<file path="src/verilog/nco_pkg.sv">
package nco_pkg;

	// Register offsets on the APB bus, one aligned word each.
	localparam logic [7:0] OFF_CONTROL   = 8'h00;
	localparam logic [7:0] OFF_CLOCK_CFG = 8'h04;
	localparam logic [7:0] OFF_ACC_LOW   = 8'h08;
	localparam logic [7:0] OFF_ACC_HIGH  = 8'h0C;
	localparam logic [7:0] OFF_ACC_UPPER = 8'h10;
	localparam logic [7:0] OFF_INC_LOW   = 8'h14;
	localparam logic [7:0] OFF_INC_HIGH  = 8'h18;
	localparam logic [7:0] OFF_INC_UPPER = 8'h1C;
	localparam logic [7:0] OFF_IRQ_CTRL  = 8'h20;

	// Widths.
	localparam int ACC_W  = 20;
	localparam int BYTE_W = 8;
	localparam int UPPER_W = 4;
	localparam int PWS_W  = 3;
	localparam int CKS_W  = 2;
	localparam int PULSE_W = 8;

	// Control register fields.
	localparam int CTL_EN_BIT  = 7;
	localparam int CTL_OUT_BIT = 5;
	localparam int CTL_POL_BIT = 4;
	localparam int CTL_PFM_BIT = 0;

	// Clock configuration fields.
	localparam int CLK_PWS_LSB = 5;
	localparam int CLK_CKS_LSB = 0;

	// Interrupt control register fields.
	localparam int IRQ_FLAG_BIT = 0;
	localparam int IRQ_IE_BIT   = 1;
	localparam int IRQ_PE_BIT   = 2;
	localparam int IRQ_GE_BIT   = 3;

	// Clock source codes.
	localparam logic [1:0] CKS_FAST_OSC  = 2'h0;
	localparam logic [1:0] CKS_SYS_CLK   = 2'h1;
	localparam logic [1:0] CKS_LOGIC_LC3 = 2'h2;

	// Input clock edges from a low increment write to the buffer load.
	localparam logic [1:0] LOAD_EDGES = 2'h2;

	// Reset values.
	localparam logic [7:0]  RST_BYTE = 8'h00;
	localparam logic [19:0] RST_WORD = 20'h00000;

endpackage : nco_pkg

</file>
<file path="src/verilog/nco_top.sv">
// Register access over APB and the register addresses were left to the implementer.
`timescale 1ns/1ns

module nco_top (
	input  wire logic        pclk,          // APB clock, 10 MHz
	input  wire logic        presetn,       // Asynchronous reset, active low
	input  wire logic        psel,          // APB select
	input  wire logic        penable,       // APB access phase
	input  wire logic        pwrite,        // APB direction, high for write
	input  wire logic [7:0]  paddr,         // APB byte address
	input  wire logic [31:0] pwdata,        // APB write data
	output logic      [31:0] prdata,        // APB read data
	output logic             pready,        // APB ready
	output logic             pslverr,       // APB error on unmapped address
	input  wire logic        internal_fast_oscillator,    // Fast osc clock
	input  wire logic        logic_cell_three_output,     // Logic cell clock
	output logic             nco_out,                     // Final output
	output logic             nco_irq,                     // Gated interrupt
	output logic             fast_osc_keep_running        // Oscillator hold
);

	typedef struct packed {
		logic                        enable;
		logic                        invert;
		logic                        pulse_mode;
		logic [nco_pkg::PWS_W-1:0]   width_sel;
		logic [nco_pkg::CKS_W-1:0]   clk_sel;
		logic [nco_pkg::ACC_W-1:0]   acc;
		logic [nco_pkg::ACC_W-1:0]   inc_hold;
		logic [nco_pkg::ACC_W-1:0]   inc_buf;
		logic [1:0]                  load_pend;
		logic                        raw;
		logic [nco_pkg::PULSE_W-1:0] pulse_cnt;
		logic                        flag;
		logic                        irq_en;
		logic                        periph_en;
		logic                        global_en;
		logic [1:0]                  fast_sync;
		logic                        fast_prev;
		logic [1:0]                  cell_sync;
		logic                        cell_prev;
		logic                        rdy;
		logic                        err;
		logic [31:0]                 rdata;
		logic                        out_pin;
		logic                        irq;
		logic                        keep_osc;
	} nco_state_t;

	nco_state_t state_ff;
	nco_state_t nxt_state;

	logic                      access;
	logic                      wr_en;
	logic                      tick;
	logic                      carry;
	logic [nco_pkg::ACC_W-1:0] sum;
	logic                      acc_wr;
	logic                      inc_wr;
	logic                      inc_low_wr;

	// Read multiplexer; the hidden increment buffer has no address.
	function automatic logic [31:0] read_mux(input nco_state_t s,
		input logic [7:0] addr);
		logic [31:0] d;
		d = 32'h00000000;
		unique case (addr)
			nco_pkg::OFF_CONTROL:
			begin
				d[nco_pkg::CTL_EN_BIT]  = s.enable;
				d[nco_pkg::CTL_OUT_BIT] = s.out_pin;
				d[nco_pkg::CTL_POL_BIT] = s.invert;
				d[nco_pkg::CTL_PFM_BIT] = s.pulse_mode;
			end
			nco_pkg::OFF_CLOCK_CFG:
			begin
				d[nco_pkg::CLK_PWS_LSB +: nco_pkg::PWS_W] = s.width_sel;
				d[nco_pkg::CLK_CKS_LSB +: nco_pkg::CKS_W] = s.clk_sel;
			end
			nco_pkg::OFF_ACC_LOW:   d[7:0] = s.acc[7:0];
			nco_pkg::OFF_ACC_HIGH:  d[7:0] = s.acc[15:8];
			nco_pkg::OFF_ACC_UPPER: d[3:0] = s.acc[19:16];
			nco_pkg::OFF_INC_LOW:   d[7:0] = s.inc_hold[7:0];
			nco_pkg::OFF_INC_HIGH:  d[7:0] = s.inc_hold[15:8];
			nco_pkg::OFF_INC_UPPER: d[3:0] = s.inc_hold[19:16];
			nco_pkg::OFF_IRQ_CTRL:
			begin
				d[nco_pkg::IRQ_FLAG_BIT] = s.flag;
				d[nco_pkg::IRQ_IE_BIT]   = s.irq_en;
				d[nco_pkg::IRQ_PE_BIT]   = s.periph_en;
				d[nco_pkg::IRQ_GE_BIT]   = s.global_en;
			end
			default: d = 32'h00000000;
		endcase
		return d;
	endfunction : read_mux

	function automatic logic addr_hit(input logic [7:0] addr);
		return addr == nco_pkg::OFF_CONTROL || addr == nco_pkg::OFF_CLOCK_CFG
			|| addr == nco_pkg::OFF_ACC_LOW || addr == nco_pkg::OFF_ACC_HIGH
			|| addr == nco_pkg::OFF_ACC_UPPER || addr == nco_pkg::OFF_INC_LOW
			|| addr == nco_pkg::OFF_INC_HIGH || addr == nco_pkg::OFF_INC_UPPER
			|| addr == nco_pkg::OFF_IRQ_CTRL;
	endfunction : addr_hit

	// Active width minus one: 2**code periods, counted down to zero.
	function automatic logic [nco_pkg::PULSE_W-1:0] width_load(
		input logic [nco_pkg::PWS_W-1:0] code);
		logic [nco_pkg::PULSE_W-1:0] one;
		one = 8'h01;
		return (one << code) - 8'h01;
	endfunction : width_load

	assign access = psel & penable & state_ff.rdy;
	assign wr_en  = access & pwrite & addr_hit(paddr);

	// The system clock source ticks every cycle; the pin sources tick on a
	// rising edge seen after two synchroniser flops. A pin clock faster than
	// half of pclk therefore loses edges; that is the price of keeping
	// one clock domain.
	always_comb
	begin
		tick = 1'b0;
		if (state_ff.enable)
		begin
			unique case (state_ff.clk_sel)
				nco_pkg::CKS_FAST_OSC:
					tick = state_ff.fast_sync[1] & ~state_ff.fast_prev;
				nco_pkg::CKS_SYS_CLK:   tick = 1'b1;
				nco_pkg::CKS_LOGIC_LC3:
					tick = state_ff.cell_sync[1] & ~state_ff.cell_prev;
				default: tick = 1'b0;
			endcase
		end
	end

	assign {carry, sum} = {1'b0, state_ff.acc} + {1'b0, state_ff.inc_buf};

	assign acc_wr = wr_en && (paddr == nco_pkg::OFF_ACC_LOW
		|| paddr == nco_pkg::OFF_ACC_HIGH || paddr == nco_pkg::OFF_ACC_UPPER);
	assign inc_low_wr = wr_en && paddr == nco_pkg::OFF_INC_LOW;
	assign inc_wr = inc_low_wr || (wr_en && (paddr == nco_pkg::OFF_INC_HIGH
		|| paddr == nco_pkg::OFF_INC_UPPER));

	always_comb
	begin
		nxt_state = state_ff;

		// Synchronisers and edge history.
		nxt_state.fast_sync = {state_ff.fast_sync[0], internal_fast_oscillator};
		nxt_state.fast_prev = state_ff.fast_sync[1];
		nxt_state.cell_sync = {state_ff.cell_sync[0], logic_cell_three_output};
		nxt_state.cell_prev = state_ff.cell_sync[1];

		// Bus: one wait state, so pready and prdata come from flops.
		nxt_state.rdy   = psel & penable & ~state_ff.rdy;
		nxt_state.err   = 1'b0;
		nxt_state.rdata = 32'h00000000;
		if (psel & penable & ~state_ff.rdy)
		begin
			nxt_state.err = ~addr_hit(paddr);
			if (!pwrite)
				nxt_state.rdata = read_mux(state_ff, paddr);
		end

		// Engine, one step per input clock edge.
		if (tick)
		begin
			nxt_state.acc = sum;
			if (state_ff.load_pend == 2'h1)
			begin
				nxt_state.inc_buf   = state_ff.inc_hold;
				nxt_state.load_pend = 2'h0;
			end
			else if (state_ff.load_pend != 2'h0)
				nxt_state.load_pend = state_ff.load_pend - 2'h1;
			if (carry)
			begin
				nxt_state.flag = 1'b1;
				if (state_ff.pulse_mode)
				begin
					nxt_state.raw       = 1'b1;
					nxt_state.pulse_cnt = width_load(state_ff.width_sel);
				end
				else
					nxt_state.raw = ~state_ff.raw;
			end
			else if (state_ff.pulse_mode)
			begin
				// Width counting only in pulse mode.
				if (state_ff.pulse_cnt == 8'h00)
					nxt_state.raw = 1'b0;
				else
					nxt_state.pulse_cnt = state_ff.pulse_cnt - 8'h01;
			end
		end

		// A disabled module parks its output inactive.
		if (!state_ff.enable)
		begin
			nxt_state.raw       = 1'b0;
			nxt_state.pulse_cnt = 8'h00;
		end

		// Register writes; a written accumulator byte wins over the adder in the same cycle.
		if (wr_en)
		begin
			unique case (paddr)
				nco_pkg::OFF_CONTROL:
				begin
					nxt_state.enable     = pwdata[nco_pkg::CTL_EN_BIT];
					nxt_state.invert     = pwdata[nco_pkg::CTL_POL_BIT];
					nxt_state.pulse_mode = pwdata[nco_pkg::CTL_PFM_BIT];
					if (state_ff.irq_en
						&& pwdata[nco_pkg::CTL_POL_BIT] != state_ff.invert)
						nxt_state.flag = 1'b1;
				end
				nco_pkg::OFF_CLOCK_CFG:
				begin
					nxt_state.width_sel = pwdata[nco_pkg::CLK_PWS_LSB +: nco_pkg::PWS_W];
					nxt_state.clk_sel   = pwdata[nco_pkg::CLK_CKS_LSB +: nco_pkg::CKS_W];
				end
				nco_pkg::OFF_ACC_LOW:   nxt_state.acc[7:0]   = pwdata[7:0];
				nco_pkg::OFF_ACC_HIGH:  nxt_state.acc[15:8]  = pwdata[7:0];
				nco_pkg::OFF_ACC_UPPER: nxt_state.acc[19:16] = pwdata[3:0];
				nco_pkg::OFF_INC_LOW:   nxt_state.inc_hold[7:0]   = pwdata[7:0];
				nco_pkg::OFF_INC_HIGH:  nxt_state.inc_hold[15:8]  = pwdata[7:0];
				nco_pkg::OFF_INC_UPPER: nxt_state.inc_hold[19:16] = pwdata[3:0];
				nco_pkg::OFF_IRQ_CTRL:
				begin
					// A set raised in this cycle survives a clear.
					nxt_state.flag = nxt_state.flag
						& (pwdata[nco_pkg::IRQ_FLAG_BIT] | (tick & carry));
					nxt_state.irq_en    = pwdata[nco_pkg::IRQ_IE_BIT];
					nxt_state.periph_en = pwdata[nco_pkg::IRQ_PE_BIT];
					nxt_state.global_en = pwdata[nco_pkg::IRQ_GE_BIT];
				end
				default: nxt_state.err = 1'b0;
			endcase
		end

		// Increment buffer transfer depends on the enable at write time.
		if (inc_wr && !state_ff.enable)
		begin
			nxt_state.inc_buf   = nxt_state.inc_hold;
			nxt_state.load_pend = 2'h0;
		end
		else if (inc_low_wr)
			nxt_state.load_pend = nco_pkg::LOAD_EDGES;

		nxt_state.out_pin  = nxt_state.raw ^ nxt_state.invert;
		nxt_state.irq      = nxt_state.flag & nxt_state.enable
			& nxt_state.irq_en & nxt_state.periph_en & nxt_state.global_en;
		nxt_state.keep_osc = nxt_state.enable
			& (nxt_state.clk_sel == nco_pkg::CKS_FAST_OSC);
	end

	always_ff @(posedge pclk or negedge presetn)
	begin
		if (!presetn)
			state_ff <= '0;
		else
			state_ff <= nxt_state;
	end

	assign prdata                = state_ff.rdata;
	assign pready                = state_ff.rdy;
	assign pslverr               = state_ff.err;
	assign nco_out               = state_ff.out_pin;
	assign nco_irq               = state_ff.irq;
	assign fast_osc_keep_running = state_ff.keep_osc;

	// Cuts the expected sum to the accumulator width, dropping the carry.
	function automatic logic [nco_pkg::ACC_W-1:0] acc_mask(
		input logic [nco_pkg::ACC_W-1:0] v);
		return v;
	endfunction : acc_mask
endmodule : nco_top

</file>
<file path="config.mk">
export PLATFORM = sky130hd
export DESIGN_NAME = nco_top
export DESIGN_NICKNAME = d
export VERILOG_FILES = /design/src/verilog/nco_pkg.sv /design/src/verilog/nco_top.sv
export SDC_FILE = /design/constraint.sdc
export NUM_CORES = 1
export LEC_CHECK = 0
export BUFFER_PORTS_ARGS = -buffer_cell sky130_fd_sc_hd__buf_2
export CAP_MARGIN = 40
export CORE_AREA = 2 2 114 116
export DETAILED_ROUTE_END_ITERATION = 6
export DIE_AREA = 0 0 116 118
export PLACE_DENSITY = 0.7
export RECOVER_POWER = 100
export SYNTH_ARGS = -nofsm -noshare
export SYNTH_HDL_FRONTEND = slang
export SYNTH_SLANG_ARGS = --single-unit
</file>
<file path="constraint.sdc">
create_clock -name pclk -period 3 [get_ports pclk]
set_input_delay 0.15 -clock pclk [delete_from_list [all_inputs] [get_ports pclk]]
set_output_delay 0.15 -clock pclk [all_outputs]
set_load 0.02 [all_outputs]
</file>
==> results.toml <==
[power]
report.power.total_mw = 2.64
leakagePower_nw = 2.90
vdd_ir_drop_max_uv = 256
powerDensity_mw_per_mm2 = 399

[routing]
first_iter_violations = 471
drcViolationCount = 3
top_layer = "met4"
met2_length_microns = 7930
viasPerCell = 6.04
num_vias = 5085
ant_nets = 0
firstDrtPassIters = 7
wl_microns = 16200
wl_per_cell_microns = 19.2
drt-met1-wl_microns = 6860
met3_length_microns = 1130

[timing]
tns_ps = 0
fmax_ghz = 0.358
drv_slew = 64
rsz0062_at_grt = "no"
min_period_over_period = 0.932
setup_violations = 0
period_minus_slack_ps = 2800
hold_viol = 0
max-slew-margin-rel = -0.0345
skew_ps = 10.4
max_slew.worst_pin.slew_ps = 1550
layout_setup_ws_ps = 204

[global_route]
grt_util_all_layers = 0.246
antenna_found_initial = 0
grt-ovfl-total = 0
first_global_vias = 4803
grt_max_degree = 64
grt_pass1_wl_microns = 25900

[critical_path]
cp-endpoint = "state_ff[52]"
crit_fanout = 8
r2r_end = "state_ff[52]"
critPathMostFrequentCell = "a21oi_2"
critPathArrivalTime_ps = 3020
end_kind = "flip-flop"
reg2reg_depth = 11
r2r-start = "state_ff[98]"
path_cells = "ha_1 > fa_1 > a21oi_2 > o21ai_1 > a21oi_2 > o2111a_2 > o21ba_1 > clkbuf_2 > nor2_1 > a41oi_1 > o22ai_1"
required_ps = 3230
crit_slowest_cell = "fa_1"
r2r_slack_ps = 200
max_stage_delay_ps = 430
setup.worst_path.class = "flip-flop to flip-flop"
startpoint = "state_ff[98]"
startpoint_type = "flip-flop"

[clock_tree]
cts_buffer_depth = 2
cts_buffers = 9
clk_pin_slew_worst_paths_ps = 70
cts_root_buf = "clkbuf_16"
clkLatencyLatePin_ps = 360
cts_resized = 0
cts_tree = "done"
cts_htree_levels = 3
clock-sinks = 102

[die]
io_pins = 84
dieArea_sq_mm = 0.0137
num_rows = 41
dieWidth_microns = 116
core_area_sq_mm = 0.0124
initial_core_util = 0.496
die_h_microns = 118

[yosys]
yosys.area.top_type_share = 0.414
yosys_warnings = 0
yosysTopAreaCell = "dfrtp_1"
ys.flop_type = "dfrtp_1"
synth_edf_count = 0
yosysSeqAreaShare = 0.414
syn_inst = 639
synth.distinct_cells = 78
ys_ff_latch = 102
synth_area_per_cell_sq_um = 9.64
synth_area_leaders = "dfrtp_1 41%, mux2_2 5.7%, ha_1 5.1%"
synthesis.area_sq_mm = 0.00616
async_flop_share = 1.00
synth_common_cells = "102 x dfrtp_1, 63 x nand2_1, 42 x nor2_1"
synth.most_common_cell = "dfrtp_1"

[worst_hold_path]
hold_class = "input pin to flip-flop"

[flow_run]
maxCapViolCount = 1

[final_layout]
area_growth_pct = 7.15
drive_gt1_frac = 0.139
fin_area_sq_mm = 0.00660
regArea_sq_mm = 0.00255
insertedDiodeCount = 0
nets = 740
fillCellCount = 1171
multi_input_area_sq_mm = 0.00319

[placement]
place_area_sq_mm = 0.00637
port_buffers = 35
place.gp.congestion = 0.960
place_ws_ps = 282
hpwlAfterDp_microns = 12100

[status]
violations = "DRC, capacitance limit, slew limit"
outcome = "complete, but fails checks"
[flip-flops by register name (all words and copies together), names as in the netlist]
signal                 flops
nxt_state                  4
pslverr                    1
nco_irq                    1
fast_osc_keep_running      1
pready                     1
state_ff                  85
nco_out                    1
prdata                     8
[per-stage QoR]
stage | hold WS (ps) | util | cells
floorplan | -146 | - | 662
global placement | 260 | 0.513 | 825
finish | 85.0 | 0.532 | 842
CTS | 83.4 | 0.538 | 842
detailed placement | 260 | 0.513 | 825
global route | 116 | 0.532 | 842
[logic make-up after synthesis]
family / after synthesis / share of synthesized area
simple gates: 186 / 0.154
fa+ha+maj: 26 / 0.0540
compound gates: 181 / 0.202
mux: 39 / 0.0697
other cells: 1 / 0.000609
buf+inv: 83 / 0.0756
flops: 102 / 0.414
xor+xnor: 21 / 0.0299
[worst max-delay path, delay by kind of cell, from the launching register on]
family / cells / cell delay (ps)
AOI/OAI and AO/OA: 7 / 1290
adders and majority gates: 2 / 670
DFF: 1 / 420
buffers and inverters: 1 / 220
and+or+nand+nor: 1 / 70
[layout make-up]
cell class	instances	share of cell area
multi-input cells	477	0.483
well taps	172	0.0326
clock buffers	11	0.0383
flip-flops and latches	102	0.387
clock inverters	3	0.00322
inverters	25	0.0142
repair buffers	52	0.0419
[report_power, final]
group	internal [mW]	switching, mW
Clock	0.599	0.503
Combinational	0.0319	0.110
Sequential	1.38	0.00764
[placed cells by master (no fill, tap or decap), drive strengths merged, types with 8 or more instances in the layout]
cell	synthesis	final
nand2	65	65
a222oi	10	10
xnor2	16	16
nand3	16	16
a31oi	10	10
ha	25	25
nor3	16	16
inv	25	25
conb	1	24
o21ai	42	42
mux2	31	31
mux2i	8	8
clkbuf	15	31
a21oi	43	43
a221o	8	8
a22oi	20	20
buf	43	29
nor2	49	49
dfrtp	102	102
[metal layers]
layer,up-vias,global-route usage
li1,2330,-
met5,-,0
met1,2557,0.325
met4,0,0.0699
met3,22,0.0618
met2,176,0.397
[worst min path at each step]
stage | start | to | slack, ps | depth (start not counted)
final | penable | pready | 90 | 3
after floorplan | presetn | fast_osc_keep_running | -150 | 0
after global routing | penable | pready | 120 | 3
after CTS | penable | pready | 80 | 3
after global placement | logic_cell_three_output | nxt_state[39] | 260 | 1
after detailed placement | logic_cell_three_output | nxt_state[39] | 260 | 1
[repair_timing]
action	CTS	global route
hold buffers	3	0
setup endpoints to repair	0	0
hold endpoints to repair	63	0
setup buffers	0	0
No activity file was read; power rests on OpenSTA's default activity.
